**src/rtl/torque_cutoff_params.svh**
```systemverilog
// Timing constants for the dual-channel torque cutoff monitor.
`ifndef TORQUE_CUTOFF_PARAMS_SVH
`define TORQUE_CUTOFF_PARAMS_SVH

// Clock rate in Hz.
`define TC_CLK_HZ          20000000
// Low qualification time in microseconds (typical reaction time).
`define TC_QUAL_US         6000
// Qualification time in cycles; clock truncated to whole MHz, above the 2 ms pulse width.
`define TC_QUAL_CYC        ((`TC_QUAL_US * (`TC_CLK_HZ / 1000000)))
// Mismatch time before latching, in milliseconds; between 1.6 s and 3.0 s.
`define TC_MISMATCH_MS     2300
// Mismatch time in cycles.
`define TC_MISMATCH_CYC    ((`TC_MISMATCH_MS * (`TC_CLK_HZ / 1000)))
// Shortest mismatch that may ever latch a fault, in milliseconds.
`define TC_MISM_MIN_MS     1600
// Shortest latching mismatch in cycles.
`define TC_MISM_MIN_CYC    ((`TC_MISM_MIN_MS * (`TC_CLK_HZ / 1000)))
// Counter widths.
`define TC_QUAL_W          17
`define TC_MISM_W          26

`endif

```
**src/rtl/torque_cutoff_pkg.sv**
```systemverilog
// Types shared by the torque cutoff monitor.
package torque_cutoff_pkg;

    // Monitor state: safe, enabled, one channel low, latched fault.
    typedef enum logic [1:0] {
        ST_SAFE    = 2'b00,
        ST_ENABLED = 2'b01,
        ST_SINGLE  = 2'b10,
        ST_FAULT   = 2'b11
    } mon_state_e;

endpackage
```
**src/rtl/safe_torque_off_monitor.sv**
```systemverilog
// Dual-channel torque cutoff monitor with mismatch fault latch.
//
// How it works
// RQ1 - A mismatch between the two qualified channels held past 3.0 s is always detected.
// RQ2 - With both channels low and no fault the drive is tripped, starting is blocked and the status is ON.
// RQ3 - With exactly one channel low the drive is tripped and starting blocked before any fault.
// RQ4 - When the mismatch timer expires the fault latches without any further input change.
// RQ5 - In the fault state the latch holds whatever the inputs do, the drive stays tripped, status OFF.
// RQ6 - Only the power-on reset clears the fault latch; no input clears it.
// RQ7 - Low pulses shorter than 2 ms on either channel are filtered out and never trip the drive.
// RQ8 - A channel counts as low only after staying low for the 6 ms qualification time.
// RQ9 - External equipment keeps its channel test pulses below 2 ms.
// RQ10 - A start attempted while either channel is low raises the trip annunciation at once.
// RQ11 - A channel going low while running raises the trip annunciation at once.
// RQ12 - A detected fault raises the trip annunciation at once.
// RQ13 - A trip at start or while running writes a history entry pulse.
// RQ14 - Torque cutoff becoming active while not running writes no history entry.
// RQ15 - Both channels high and no fault lets the drive run, with status OFF.
// RQ16 - A mismatch shorter than 1.6 s never latches a fault.
// RQ17 - Inputs are synchronised and all timing uses counters derived from the clock rate.
`timescale 1ns/10ps
`include "torque_cutoff_params.svh"

module safe_torque_off_monitor (
    // Clock and power-on reset.
    input  wire logic mclk,
    input  wire logic rst,
    // Safety input pins.
    input  wire logic safety_input_a,
    input  wire logic safety_input_b,
    // Drive control.
    input  wire logic start_cmd,
    input  wire logic drive_running,
    // Outputs.
    output logic      run_enable,
    output logic      safety_status_output,
    output logic      trip_annunciate,
    output logic      history_write,
    output logic      fault_latched
);

    ////////////////////////////////////////////////////////////////////////
    // Input synchronisers and low qualification filters, one per channel.

    logic [1:0] pin_in;
    logic [1:0] chan_high;
    assign pin_in = {safety_input_b, safety_input_a};

    genvar g;
    generate
        for (g = 0; g < 2; g++) begin : g_chan
            logic [2:0]               sync_r;
            logic [`TC_QUAL_W-1:0]    cnt_r;
            logic [`TC_QUAL_W-1:0]    cnt_nxt;
            logic                     high_r;
            logic                     high_nxt;
            logic                     agree;
            logic                     level;

            // Stage 2 and 3 agree before the level counts.
            assign agree = (sync_r[1] == sync_r[2]);
            assign level = sync_r[2];

            // Highs are accepted at once; lows only after the full qualification time.
            always_comb begin
                cnt_nxt  = cnt_r;
                high_nxt = high_r;
                if (agree && level) begin
                    cnt_nxt  = '0;
                    high_nxt = 1'b1;
                end else if (agree && !level) begin
                    if (cnt_r >= `TC_QUAL_W'(`TC_QUAL_CYC - 1)) begin // RQ8
                        high_nxt = 1'b0; // RQ7
                    end else begin
                        cnt_nxt = cnt_r + `TC_QUAL_W'(1); // RQ17
                    end
                end
            end

            // Registers; pins start as low so the drive starts tripped.
            always_ff @(posedge mclk or posedge rst) begin
                if (rst) begin
                    sync_r <= 3'h0;
                    cnt_r  <= '0;
                    high_r <= 1'b0;
                end else begin
                    sync_r <= {sync_r[1:0], pin_in[g]}; // RQ17
                    cnt_r  <= cnt_nxt;
                    high_r <= high_nxt;
                end
            end

            assign chan_high[g] = high_r;
        end
    endgenerate

    ////////////////////////////////////////////////////////////////////////
    // Monitor state machine and mismatch timer.

    torque_cutoff_pkg::mon_state_e state_r;
    torque_cutoff_pkg::mon_state_e state_nxt;
    logic [`TC_MISM_W-1:0]         mism_r;
    logic [`TC_MISM_W-1:0]         mism_nxt;
    logic                          mism_done;

    assign mism_done = (mism_r >= `TC_MISM_W'(`TC_MISMATCH_CYC - 1)); // RQ16

    // Next state from the qualified channels; the fault state has no exit.
    always_comb begin
        state_nxt = state_r;
        mism_nxt  = '0;
        unique case (state_r)
            torque_cutoff_pkg::ST_SAFE, torque_cutoff_pkg::ST_ENABLED: begin
                if (chan_high == 2'b11) begin
                    state_nxt = torque_cutoff_pkg::ST_ENABLED; // RQ15
                end else if (chan_high == 2'b00) begin
                    state_nxt = torque_cutoff_pkg::ST_SAFE; // RQ2
                end else begin
                    state_nxt = torque_cutoff_pkg::ST_SINGLE; // RQ3
                end
            end
            torque_cutoff_pkg::ST_SINGLE: begin
                if (chan_high == 2'b11) begin
                    state_nxt = torque_cutoff_pkg::ST_ENABLED;
                end else if (chan_high == 2'b00) begin
                    state_nxt = torque_cutoff_pkg::ST_SAFE;
                end else if (mism_done) begin
                    state_nxt = torque_cutoff_pkg::ST_FAULT; // RQ1 RQ4
                end else begin
                    mism_nxt = mism_r + `TC_MISM_W'(1); // RQ17
                end
            end
            torque_cutoff_pkg::ST_FAULT: begin
                state_nxt = torque_cutoff_pkg::ST_FAULT; // RQ5
            end
        endcase
    end

    // Only the power-on reset leaves the fault state.
    always_ff @(posedge mclk or posedge rst) begin
        if (rst) begin
            state_r <= torque_cutoff_pkg::ST_SAFE; // RQ6
            mism_r  <= '0;
        end else begin
            state_r <= state_nxt;
            mism_r  <= mism_nxt;
        end
    end

    ////////////////////////////////////////////////////////////////////////
    // Outputs, trip annunciation and history entry.

    logic run_r;
    logic run_nxt;
    logic stat_r;
    logic stat_nxt;
    logic flt_r;
    logic flt_nxt;
    logic trip_r;
    logic trip_nxt;
    logic hist_r;
    logic hist_nxt;
    logic cut_active;
    logic cut_active_d_r;

    assign cut_active = (state_nxt != torque_cutoff_pkg::ST_ENABLED);

    // Trip is sticky until the channels are healthy again; history pulses once.
    always_comb begin
        run_nxt  = (state_nxt == torque_cutoff_pkg::ST_ENABLED); // RQ15
        stat_nxt = (state_nxt == torque_cutoff_pkg::ST_SAFE); // RQ2 RQ5
        flt_nxt  = (state_nxt == torque_cutoff_pkg::ST_FAULT);
        trip_nxt = trip_r && cut_active;
        hist_nxt = 1'b0;
        if (cut_active && start_cmd) begin
            trip_nxt = 1'b1; // RQ10
            hist_nxt = 1'b1; // RQ13
        end
        if (cut_active && !cut_active_d_r && drive_running) begin
            trip_nxt = 1'b1; // RQ11
            hist_nxt = 1'b1; // RQ13 RQ14
        end
        if (flt_nxt) begin
            trip_nxt = 1'b1; // RQ12
        end
    end

    always_ff @(posedge mclk or posedge rst) begin
        if (rst) begin
            run_r          <= 1'b0;
            stat_r         <= 1'b0;
            flt_r          <= 1'b0;
            trip_r         <= 1'b0;
            hist_r         <= 1'b0;
            cut_active_d_r <= 1'b1;
        end else begin
            run_r          <= run_nxt;
            stat_r         <= stat_nxt;
            flt_r          <= flt_nxt;
            trip_r         <= trip_nxt;
            hist_r         <= hist_nxt;
            cut_active_d_r <= cut_active;
        end
    end

    assign run_enable           = run_r;
    assign safety_status_output = stat_r;
    assign fault_latched        = flt_r;
    assign trip_annunciate      = trip_r;
    assign history_write        = hist_r;
endmodule

```
**config.mk**
```make
export PLATFORM = sky130hd
export DESIGN_NAME = safe_torque_off_monitor
export DESIGN_NICKNAME = d
export VERILOG_FILES = /design/src/rtl/torque_cutoff_pkg.sv /design/src/rtl/safe_torque_off_monitor.sv
export VERILOG_INCLUDE_DIRS = /design/src /design/src/rtl
export SDC_FILE = /design/constraint.sdc
export NUM_CORES = 1
export LEC_CHECK = 0
export BUFFER_PORTS_ARGS = -buffer_cell sky130_fd_sc_hd__buf_4
export CAP_MARGIN = 5
export CORE_UTILIZATION = 62
export DETAILED_ROUTE_END_ITERATION = 12
export PLACE_DENSITY_LB_ADDON = 0.05
export SLEW_MARGIN = 30
export SYNTH_ARGS = -nofsm -noshare
export SYNTH_HDL_FRONTEND = slang
export SYNTH_SLANG_ARGS = --single-unit
```
**constraint.sdc**
```tcl
create_clock -name mclk -period 3.5 [get_ports mclk]
set_input_delay 0.7 -clock mclk [delete_from_list [all_inputs] [get_ports mclk]]
set_output_delay 0.7 -clock mclk [all_outputs]
set_load 0.005 [all_outputs]
```
# After elaboration in Yosys (flattened, before gate mapping)

Index checks and enable logic that the tools add are counted.

Magnitude comparators: 3
Reductions and logical operators: 23
Add/sub/neg operators: 3
Multiplexer cells: 27
Eq/ne operators: 11

Operators by type and width:

| cell                  | number |
|---|---|
| $mux 26               | 4 |
| $mux 17               | 6 |
| $add 17x1->17 const B | 2 |
| $ge 17x17->1 const B  | 2 |
| $add 26x1->26 const B | 1 |
| $ge 26x26->1 const B  | 1 |
| $mux 1                | 11 |
| $mux 2                | 5 |
| $eq 2x2->1 const B    | 4 |
| $logic_and 1x1->1     | 8 |
| $reduce_and 2->1      | 4 |
| $reduce_bool 2->1     | 4 |
| $logic_not 2->1       | 3 |
| $pmux 2 s3            | 1 |
| $eq 2x1->1 const B    | 2 |
| $ne 2x2->1 const B    | 2 |
| $logic_not 1->1       | 3 |
| $eq 1x1->1            | 2 |
| $ne 2x1->1 const B    | 1 |
| $reduce_or 2->1       | 1 |

Bits of input ports: 6
Register bits after elaboration: 76
Word-level logic and storage cells: 81

# Depth between registers and ports, before layout

Gate-level depths: netlist of the first run.

Depth in word-level cells: 10
Gate-level depth with buffers: 7
Depth with buffers taken out: 6

# Worst setup path before layout of the first run

OpenSTA, ideal clock, no wires.

Path kind: register to register
Start: reg g_chan[0].cnt_r[0]
End: reg g_chan[0].cnt_r[16]
Slack: 1.400 ns
Stages on the path, launching flop included: 7
Buffers on the path: 0
Clock period less this slack: 2.100 ns
Setup time: 0.095 ns
Arrival: 2.005 ns
Required time: 3.405 ns
Path through: dfrtp_1 -> ha_1 -> or2_2 -> o221ai_2 -> a2111oi_4 -> or4_4 -> o31ai_1

Longest elaborated chain between the ends: 4
Elaborated cells between the ends (all ways): 7
Classes of those cells: add/sub: 1; order compare: 1; eq/ne: 1; mux: 3; reduce/logical: 1

RTL lines:

| what                   | RTL line                      | text |
|---|---|---|
| from (decl)            | safe_torque_off_monitor.sv:53 | `` logic [`TC_QUAL_W-1:0] cnt_r; `` |
| from (signal assigned) | safe_torque_off_monitor.sv:88 | `cnt_r <= cnt_nxt;` |
| $add 17x1->17          | safe_torque_off_monitor.sv:75 | `` cnt_nxt = cnt_r + `TC_QUAL_W'(1); `` |
| $mux 17                | safe_torque_off_monitor.sv:72 | `` if (cnt_r >= `TC_QUAL_W'(`TC_QUAL_CYC - 1)) begin `` |
| $mux 17                | safe_torque_off_monitor.sv:71 | `end else if (agree && !level) begin` |
| $mux 17                | safe_torque_off_monitor.sv:68 | `if (agree && level) begin` |

Several ways; a longest one is shown, not always the timed one. The select of a mux whose other input is x is not followed.
A chain may end at the register's enable or synchronous reset.

# Worst setup path after layout of the first run

Start: reg g_chan[1].sync_r[1]
End: reg g_chan[1].cnt_r[15]

Longest elaborated chain between the ends: 4
Elaborated cells between the ends (all ways): 7
Classes of those cells: eq/ne: 2; mux: 1; reduce/logical: 4

RTL lines:

| what                                                             | RTL line                                                     | text |
|---|---|---|
| from (decl)                                                      | safe_torque_off_monitor.sv:52                                | `logic [2:0] sync_r;` |
| from (signal assigned)                                           | safe_torque_off_monitor.sv:87                                | `sync_r <= {sync_r[1:0], pin_in[g]};` |
| $eq 1x1->1 (*)                                                   | safe_torque_off_monitor.sv:61                                | `assign agree = (sync_r[1] == sync_r[2]);` |
| $logic_and 1x1->1 (on tied branches)                             | safe_torque_off_monitor.sv:68, safe_torque_off_monitor.sv:71 |  |
| $ne 2x2->1 (no line) / $reduce_bool 2->1 (equally long branches) | -                                                            |  |
| $reduce_and 2->1 (no line)                                       | -                                                            |  |
| to (signal assigned)                                             | safe_torque_off_monitor.sv:88                                |  |
| to (decl)                                                        | safe_torque_off_monitor.sv:53                                |  |

Every way passes the cells marked *; elsewhere a longest branch is shown, timed or not.

==> impl_metrics.tcl, run 1 <==
set metrics [dict create \
    dr.pass1.iters 4 \
    grt_max_degree 43 \
    crit_fanout 15 \
    clk_latency_ns 0.35 \
    cts_buffers 9 \
    synth-async-reset-ratio_pct 100 \
    powerDensity_nw_per_um2 474 \
    p_leak_nw 1.79 \
    dp.final_hpwl_um 5410 \
    yosys_register_bits 76 \
    ff2ff_setup_slack_ns 0.92 \
    ctsHtreeMaxLevel 3 \
    grt_pass1_vias 3041 \
    vias 3192 \
    ys.flop_type "dfrtp_1" \
    timing.rr.start "g_chan[1].sync_r[1]$_DFF_PP0_" \
    synth_cell_types 51 \
    regArea_sq_um 1900 \
    status "completed" \
    grt_pass1_wl_um 13600 \
    maxSlewViolCount 0 \
    start_util_pct 65.5 \
    cp-endpoint "g_chan[1].cnt_r[15]$_DFFE_PP0P_" \
    cp-startpoint "g_chan[1].sync_r[1]$_DFF_PP0_" \
    nets 447 \
    total_power_mw 2.07 \
    path_class "reg -> reg" \
    worst_slew_pin_slew_ns 0.922 \
    fin_tns_setup_ns 0 \
    cts_resized 0 \
    ys_seq_area_share_pct 48.0 \
    overflow 0 \
    wl_per_cell_um 15.4 \
    yosys.area.top_type "dfrtp_1" \
    synthCells 424 \
    crit_required_ns 3.78 \
    slew_headroom_pct 38.1 \
    mostFrequentLayoutCells "dfrtp_1, nor2_1, nand2_1" \
    drt_iter0_markers 159 \
    die_area_sq_um 6730 \
    die_w_um 82.0 \
    layout_min_cycle_time_ns 2.58 \
    routed_via_density 6.21 \
    rsz0062_at_grt "false" \
    tritoncts "yes" \
    clockBufferDepth 2 \
    drt-total-wl_um 7900 \
    synth_nets 437 \
    io_pins 11 \
    cp-start-kind "flip-flop" \
    multiInputGateArea_sq_um 1940 \
    hold_violations 0 \
    final_common_cell "dfrtp_1" \
    die_h_um 82.0 \
    postCtsHoldBufs 0 \
    drv_cap 0 \
    fill_cells 441 \
    finalSetupViolCount 0 \
    route.detailed.drc 0 \
    drive_above_1_share_pct 9.57 \
    synth_area_leaders "dfrtp_1, nor2_1, xnor2_1" \
    portBuffers 10 \
    synth_enable_flop_cells 0 \
    peakVddDrop_uv 403 \
    hold_class "reg -> reg" \
    core-area_sq_um 6060 \
    gp_congestion 0.841 \
    crit_arrival_ns 2.86 \
    synth_area_sq_um 3970 \
    path_clk_slew_ns 0.08 \
    n_antenna_cell 0 \
    rows 28 \
    rr_worst_depth 6 \
    min_period_over_period_pct 73.8 \
    yosysTopAreaCellShare_pct 47.3 \
    cts_sinks 76 \
    grt_usage_pct 26.7 \
    synth_warnings 0 \
    areaGrowthSynthToFinish_pct 9.93 \
    setup_ws_ns 0.918 \
    clock-skew-final_ns 0.00846 \
    post_cts_buffers 0 \
    fmax_ghz 0.387 \
    hold_depth 0 \
    r2r-end "g_chan[1].cnt_r[15]$_DFFE_PP0P_" \
    end_kind "flip-flop" \
    avgSynthCellArea_sq_um 9.36 \
    dp_slack_ns 1.01 \
    detail-route-antenna-nets 0 \
    clockRootBuffer "clkbuf_8" \
    antenna_found_initial 0 \
]
-- flip-flops by register name (all words and copies together), names as in the netlist --
name / count
g_chan.cnt_r: 34
g_chan.high_r: 2
run_enable: 1
history_write: 1
mism_r: 26
safety_status_output: 1
trip_annunciate: 1
cut_active_d_r: 1
fault_latched: 1
g_chan.sync_r: 6
state_r: 2
-- critical path, cell delays in order, from the launching register on --
cell	delay (ns)
dfrtp_1	0.39
ha_1	0.46
nand2b_1	0.24
nor3_1	0.72
nand3_1	0.21
or3_1	0.36
a21oi_1	0.14
-- Yosys cell counts (all sizes together) (3+ instances only) --
master and n:
or4 6, nand4 12, nor4 9, inv 19, or3 7, o311ai 4, o31ai 7, and3 8
clkbuf 7, nand2b 8, a21o 3, a21oi 18, nor2 46, nand3 29, a31oi 6, nand2 39
xnor2 17, a211o 3, nor2b 3, ha 7, o21ai 17, xor2 6, a211oi 6, mux2i 6
dfrtp 75, o211ai 3, and4 7, buf 7, nor3 17
-- worst min path at each step --
stage,from,slack [ns],end
after global routing,g_chan[0].sync_r[0]$_DFF_PP0_,0.36,g_chan[0].sync_r[1]$_DFF_PP0_
after floorplan,g_chan[0].sync_r[0]$_DFF_PP0_,0.33,g_chan[0].sync_r[1]$_DFF_PP0_
final,g_chan[1].sync_r[0]$_DFF_PP0_,0.36,g_chan[1].sync_r[1]$_DFF_PP0_
after global placement,g_chan[0].sync_r[0]$_DFF_PP0_,0.34,g_chan[0].sync_r[1]$_DFF_PP0_
after detailed placement,g_chan[0].sync_r[0]$_DFF_PP0_,0.34,g_chan[0].sync_r[1]$_DFF_PP0_
after CTS,g_chan[0].sync_r[0]$_DFF_PP0_,0.36,g_chan[0].sync_r[1]$_DFF_PP0_
-- per-stage QoR --
stage / hold slack (ns) / util [%] / std cells / cell area (sq um)
floorplan: 0.331 / - / 424 / 3970
global placement: 0.336 / 67.6 / 498 / 4100
detailed placement: 0.341 / 67.6 / 498 / 4100
CTS: 0.360 / 71.9 / 514 / 4360
global route: 0.362 / 72.0 / 514 / 4360
finish: 0.356 / 72.0 / 514 / 4360
-- cell type report --
cell class / count / area share [%]
Multi-Input combinational cell: 315 / 44.4
Sequential cell: 76 / 43.6
Clock buffer: 11 / 3.47
Clock inverter: 5 / 2.44
Timing Repair Buffer: 13 / 2.24
Tap cell: 75 / 2.15
Inverter: 19 / 1.66
-- cells by family (layout without fill, tap and decap cells) --
family	count (synthesis)	count (layout)	synth area share [%]
AND/OR/NAND/NOR	200	200	25.9
XOR/XNOR	23	23	5.08
multiplexers	6	6	1.51
adder cells (fa/ha/maj)	7	7	2.21
buffers and inverters	33	48	3.34
AO/OA/AOI/OAI	79	79	14.0
flip-flops	76	76	48.0
-- report_power, final --
part / internal (mW) / leakage [nW] / switching [mW]
sequential: 0.942 / 1.00 / 0.0634
combinational: 0.0974 / 0.659 / 0.117
clock: 0.515 / 0.126 / 0.331
-- metal layers --
layer,GRT usage (%),share of wire [%],up-vias
met2,42.1,48,63
met5,0,0,-
met3,3.67,3.0,15
li1,-,-,1555
met1,35.8,47,1559
met4,13.9,2.2,0
Note: power is estimated with default switching activity, not from simulation.
==> run 2: changes to the inputs <==
--- a/config.mk
+++ b/config.mk
@@ -8,7 +8,7 @@
 export LEC_CHECK = 0
 export BUFFER_PORTS_ARGS = -buffer_cell sky130_fd_sc_hd__buf_4
 export CAP_MARGIN = 5
-export CORE_UTILIZATION = 62
+export CORE_UTILIZATION = 56
 export DETAILED_ROUTE_END_ITERATION = 12
 export PLACE_DENSITY_LB_ADDON = 0.05
 export SLEW_MARGIN = 30
==> constraint.sdc (replaced) <==
create_clock -name mclk -period 2.1 [get_ports mclk]
set_input_delay 0.42 -clock mclk [delete_from_list [all_inputs] [get_ports mclk]]
set_output_delay 0.42 -clock mclk [all_outputs]
set_load 0.005 [all_outputs]
==> run 2 against run 1 <==
Via count grew 4.4%; utilization shrank 2.7 points; flip-flop and latch count is the same; non-clock buffer count grew 40; final cell count grew 12%; clock skew grew 0.0021 ns; sequential power grew 62%; critical path depth shrank 1; fmax grew 28%; largest cell class unchanged.
==> impl_metrics.tcl, run 2 (synthesized netlist as in run 1, its figures left out) <==
set metrics [dict create \
    nets 487 \
    start_util_pct 58.1 \
    core-area_sq_um 6830 \
    io_pins 11 \
    reg_top3 "g_chan.cnt_r (34), mism_r (26), g_chan.sync_r (6)" \
    maxSlewViolCount 0 \
    min_period_over_period_pct 95.9 \
    powerDensity_nw_per_um2 685 \
    drt-total-wl_um 8170 \
    cp-start-kind "flip-flop" \
    clockRootBuffer "clkbuf_8" \
    end_kind "flip-flop" \
    vias 3334 \
    die_h_um 86.2 \
    grt_pass1_wl_um 13900 \
    status "completed" \
    wl_per_cell_um 14.2 \
    regMostFlops "g_chan.cnt_r" \
    route.detailed.drc 0 \
    crit_required_ns 2.37 \
    finalSetupViolCount 0 \
    postLayoutCoreUtil_pct 69.3 \
    ctsHtreeMaxLevel 3 \
    crit_fanout 4 \
    clk_latency_ns 0.35 \
    regArea_sq_um 1900 \
    cts_sinks 76 \
    tritoncts "yes" \
    worst_slew_pin_slew_ns 0.553 \
    path_clk_slew_ns 0.09 \
    grt_pass1_vias 3133 \
    fin_area_sq_um 4730 \
    hold_violations 0 \
    gp_congestion 0.847 \
    largest_register_ffs 34 \
    dp.final_hpwl_um 5610 \
    layout_min_cycle_time_ns 2.01 \
    die_w_um 86.2 \
    detail-route-antenna-nets 0 \
    rows 30 \
    cts_buffers 9 \
    crit_arrival_ns 2.28 \
    fmax_ghz 0.497 \
    fill_cells 550 \
    ff2ff_setup_slack_ns 0.09 \
    multiInputGateArea_sq_um 2010 \
    slew_headroom_pct 63.1 \
    drt_iter0_markers 127 \
    drive_above_1_share_pct 19.4 \
    mostFrequentLayoutCells "dfrtp_1, buf_4, nor2_1" \
    final_common_cell "dfrtp_1" \
    clockBufferDepth 2 \
    dpl_cell_area_sq_um 4420 \
    p_leak_nw 2.00 \
    n_antenna_cell 0 \
    rsz0062_at_grt "true" \
    drv_cap 0 \
    routed_via_density 5.80 \
    hold_class "in -> async" \
    areaGrowthSynthToFinish_pct 19.2 \
    dr.pass1.iters 5 \
    overflow 0 \
    grt_max_degree 36 \
    postCtsHoldBufs 0 \
    peakVddDrop_uv 619 \
    grt_usage_pct 23.6 \
    path_class "reg -> reg" \
    clock-skew-final_ns 0.0106 \
    die_area_sq_um 7430 \
    antenna_found_initial 0 \
    portBuffers 10 \
]
==> run 2: cell type report <==
type	count	share of cell area (%)
Tap cell	96	2.54
Multi-Input combinational cell	315	42.6
Inverter	19	1.59
Timing Repair Buffer	53	9.02
Clock inverter	6	1.37
Clock buffer	10	2.70
Sequential cell	76	40.2
==> run 2: timing repair <==
item | CTS | global route
pin swaps | 3 | 4
setup endpoints to repair | 6 | 24
gates resized for setup | 3 | 15
buffers inserted | 3 | 3
==> run 2: stage by stage <==
step | worst slack (ns) | hold WS [ns] | power (mW) | std cells | setup TNS, ns
6_report | 0.0867 | 0.119 | 3.24 | 575 | 0
5_1_grt | -0.0391 | 0.162 | 3.41 | 575 | -0.0391
4_1_cts | -0.00549 | 0.133 | 3.24 | 572 | -0.00549
3_5_place_dp | -0.0524 | 0.339 | 2.14 | 553 | -0.0571
3_3_place_gp | 0.0416 | 0.336 | 2.13 | 553 | 0
2_1_floorplan | 0.00262 | 0.331 | 1.94 | 424 | 0
==> run 2: critical path, stage by stage, from the launching register on <==
cell      delay (ns)
dfrtp_1         0.40
and4_1          0.24
a311oi_1        0.10
or4_4           0.58
or3b_4          0.42
a41oi_2         0.18
==> run 2: metal layers <==
layer | GRT usage, % | vias up | share of wire, %
met5 | 0 | - | 0
met4 | 10.0 | 0 | 2.0
met3 | 3.43 | 18 | 2.6
met2 | 39.2 | 48 | 48
met1 | 31.1 | 1629 | 47
li1 | - | 1639 | -
==> run 2: worst paths after layout <==
path / startpoint / cells past startpoint / to
max: mism_r[3]$_DFF_PP0_ / 5 / trip_annunciate$_DFF_PP0_
min: rst / 2 / g_chan[1].sync_r[2]$_DFF_PP0_
max reg2reg: mism_r[3]$_DFF_PP0_ / 5 / trip_annunciate$_DFF_PP0_
min reg2reg: g_chan[1].sync_r[0]$_DFF_PP0_ / 0 / g_chan[1].sync_r[1]$_DFF_PP0_
max in group asynchronous: rst / 3 / cut_active_d_r$_DFF_PP1_
min in group mclk: safety_input_b / 1 / g_chan[1].sync_r[0]$_DFF_PP0_
==> run 2: report_power, final <==
part	switching (mW)	leakage (nW)	internal [mW]
logic	0.255	0.898	0.242
registers	0.0695	1.00	1.57
clock network	0.557	0.0962	0.549
total	0.881	2.00	2.36
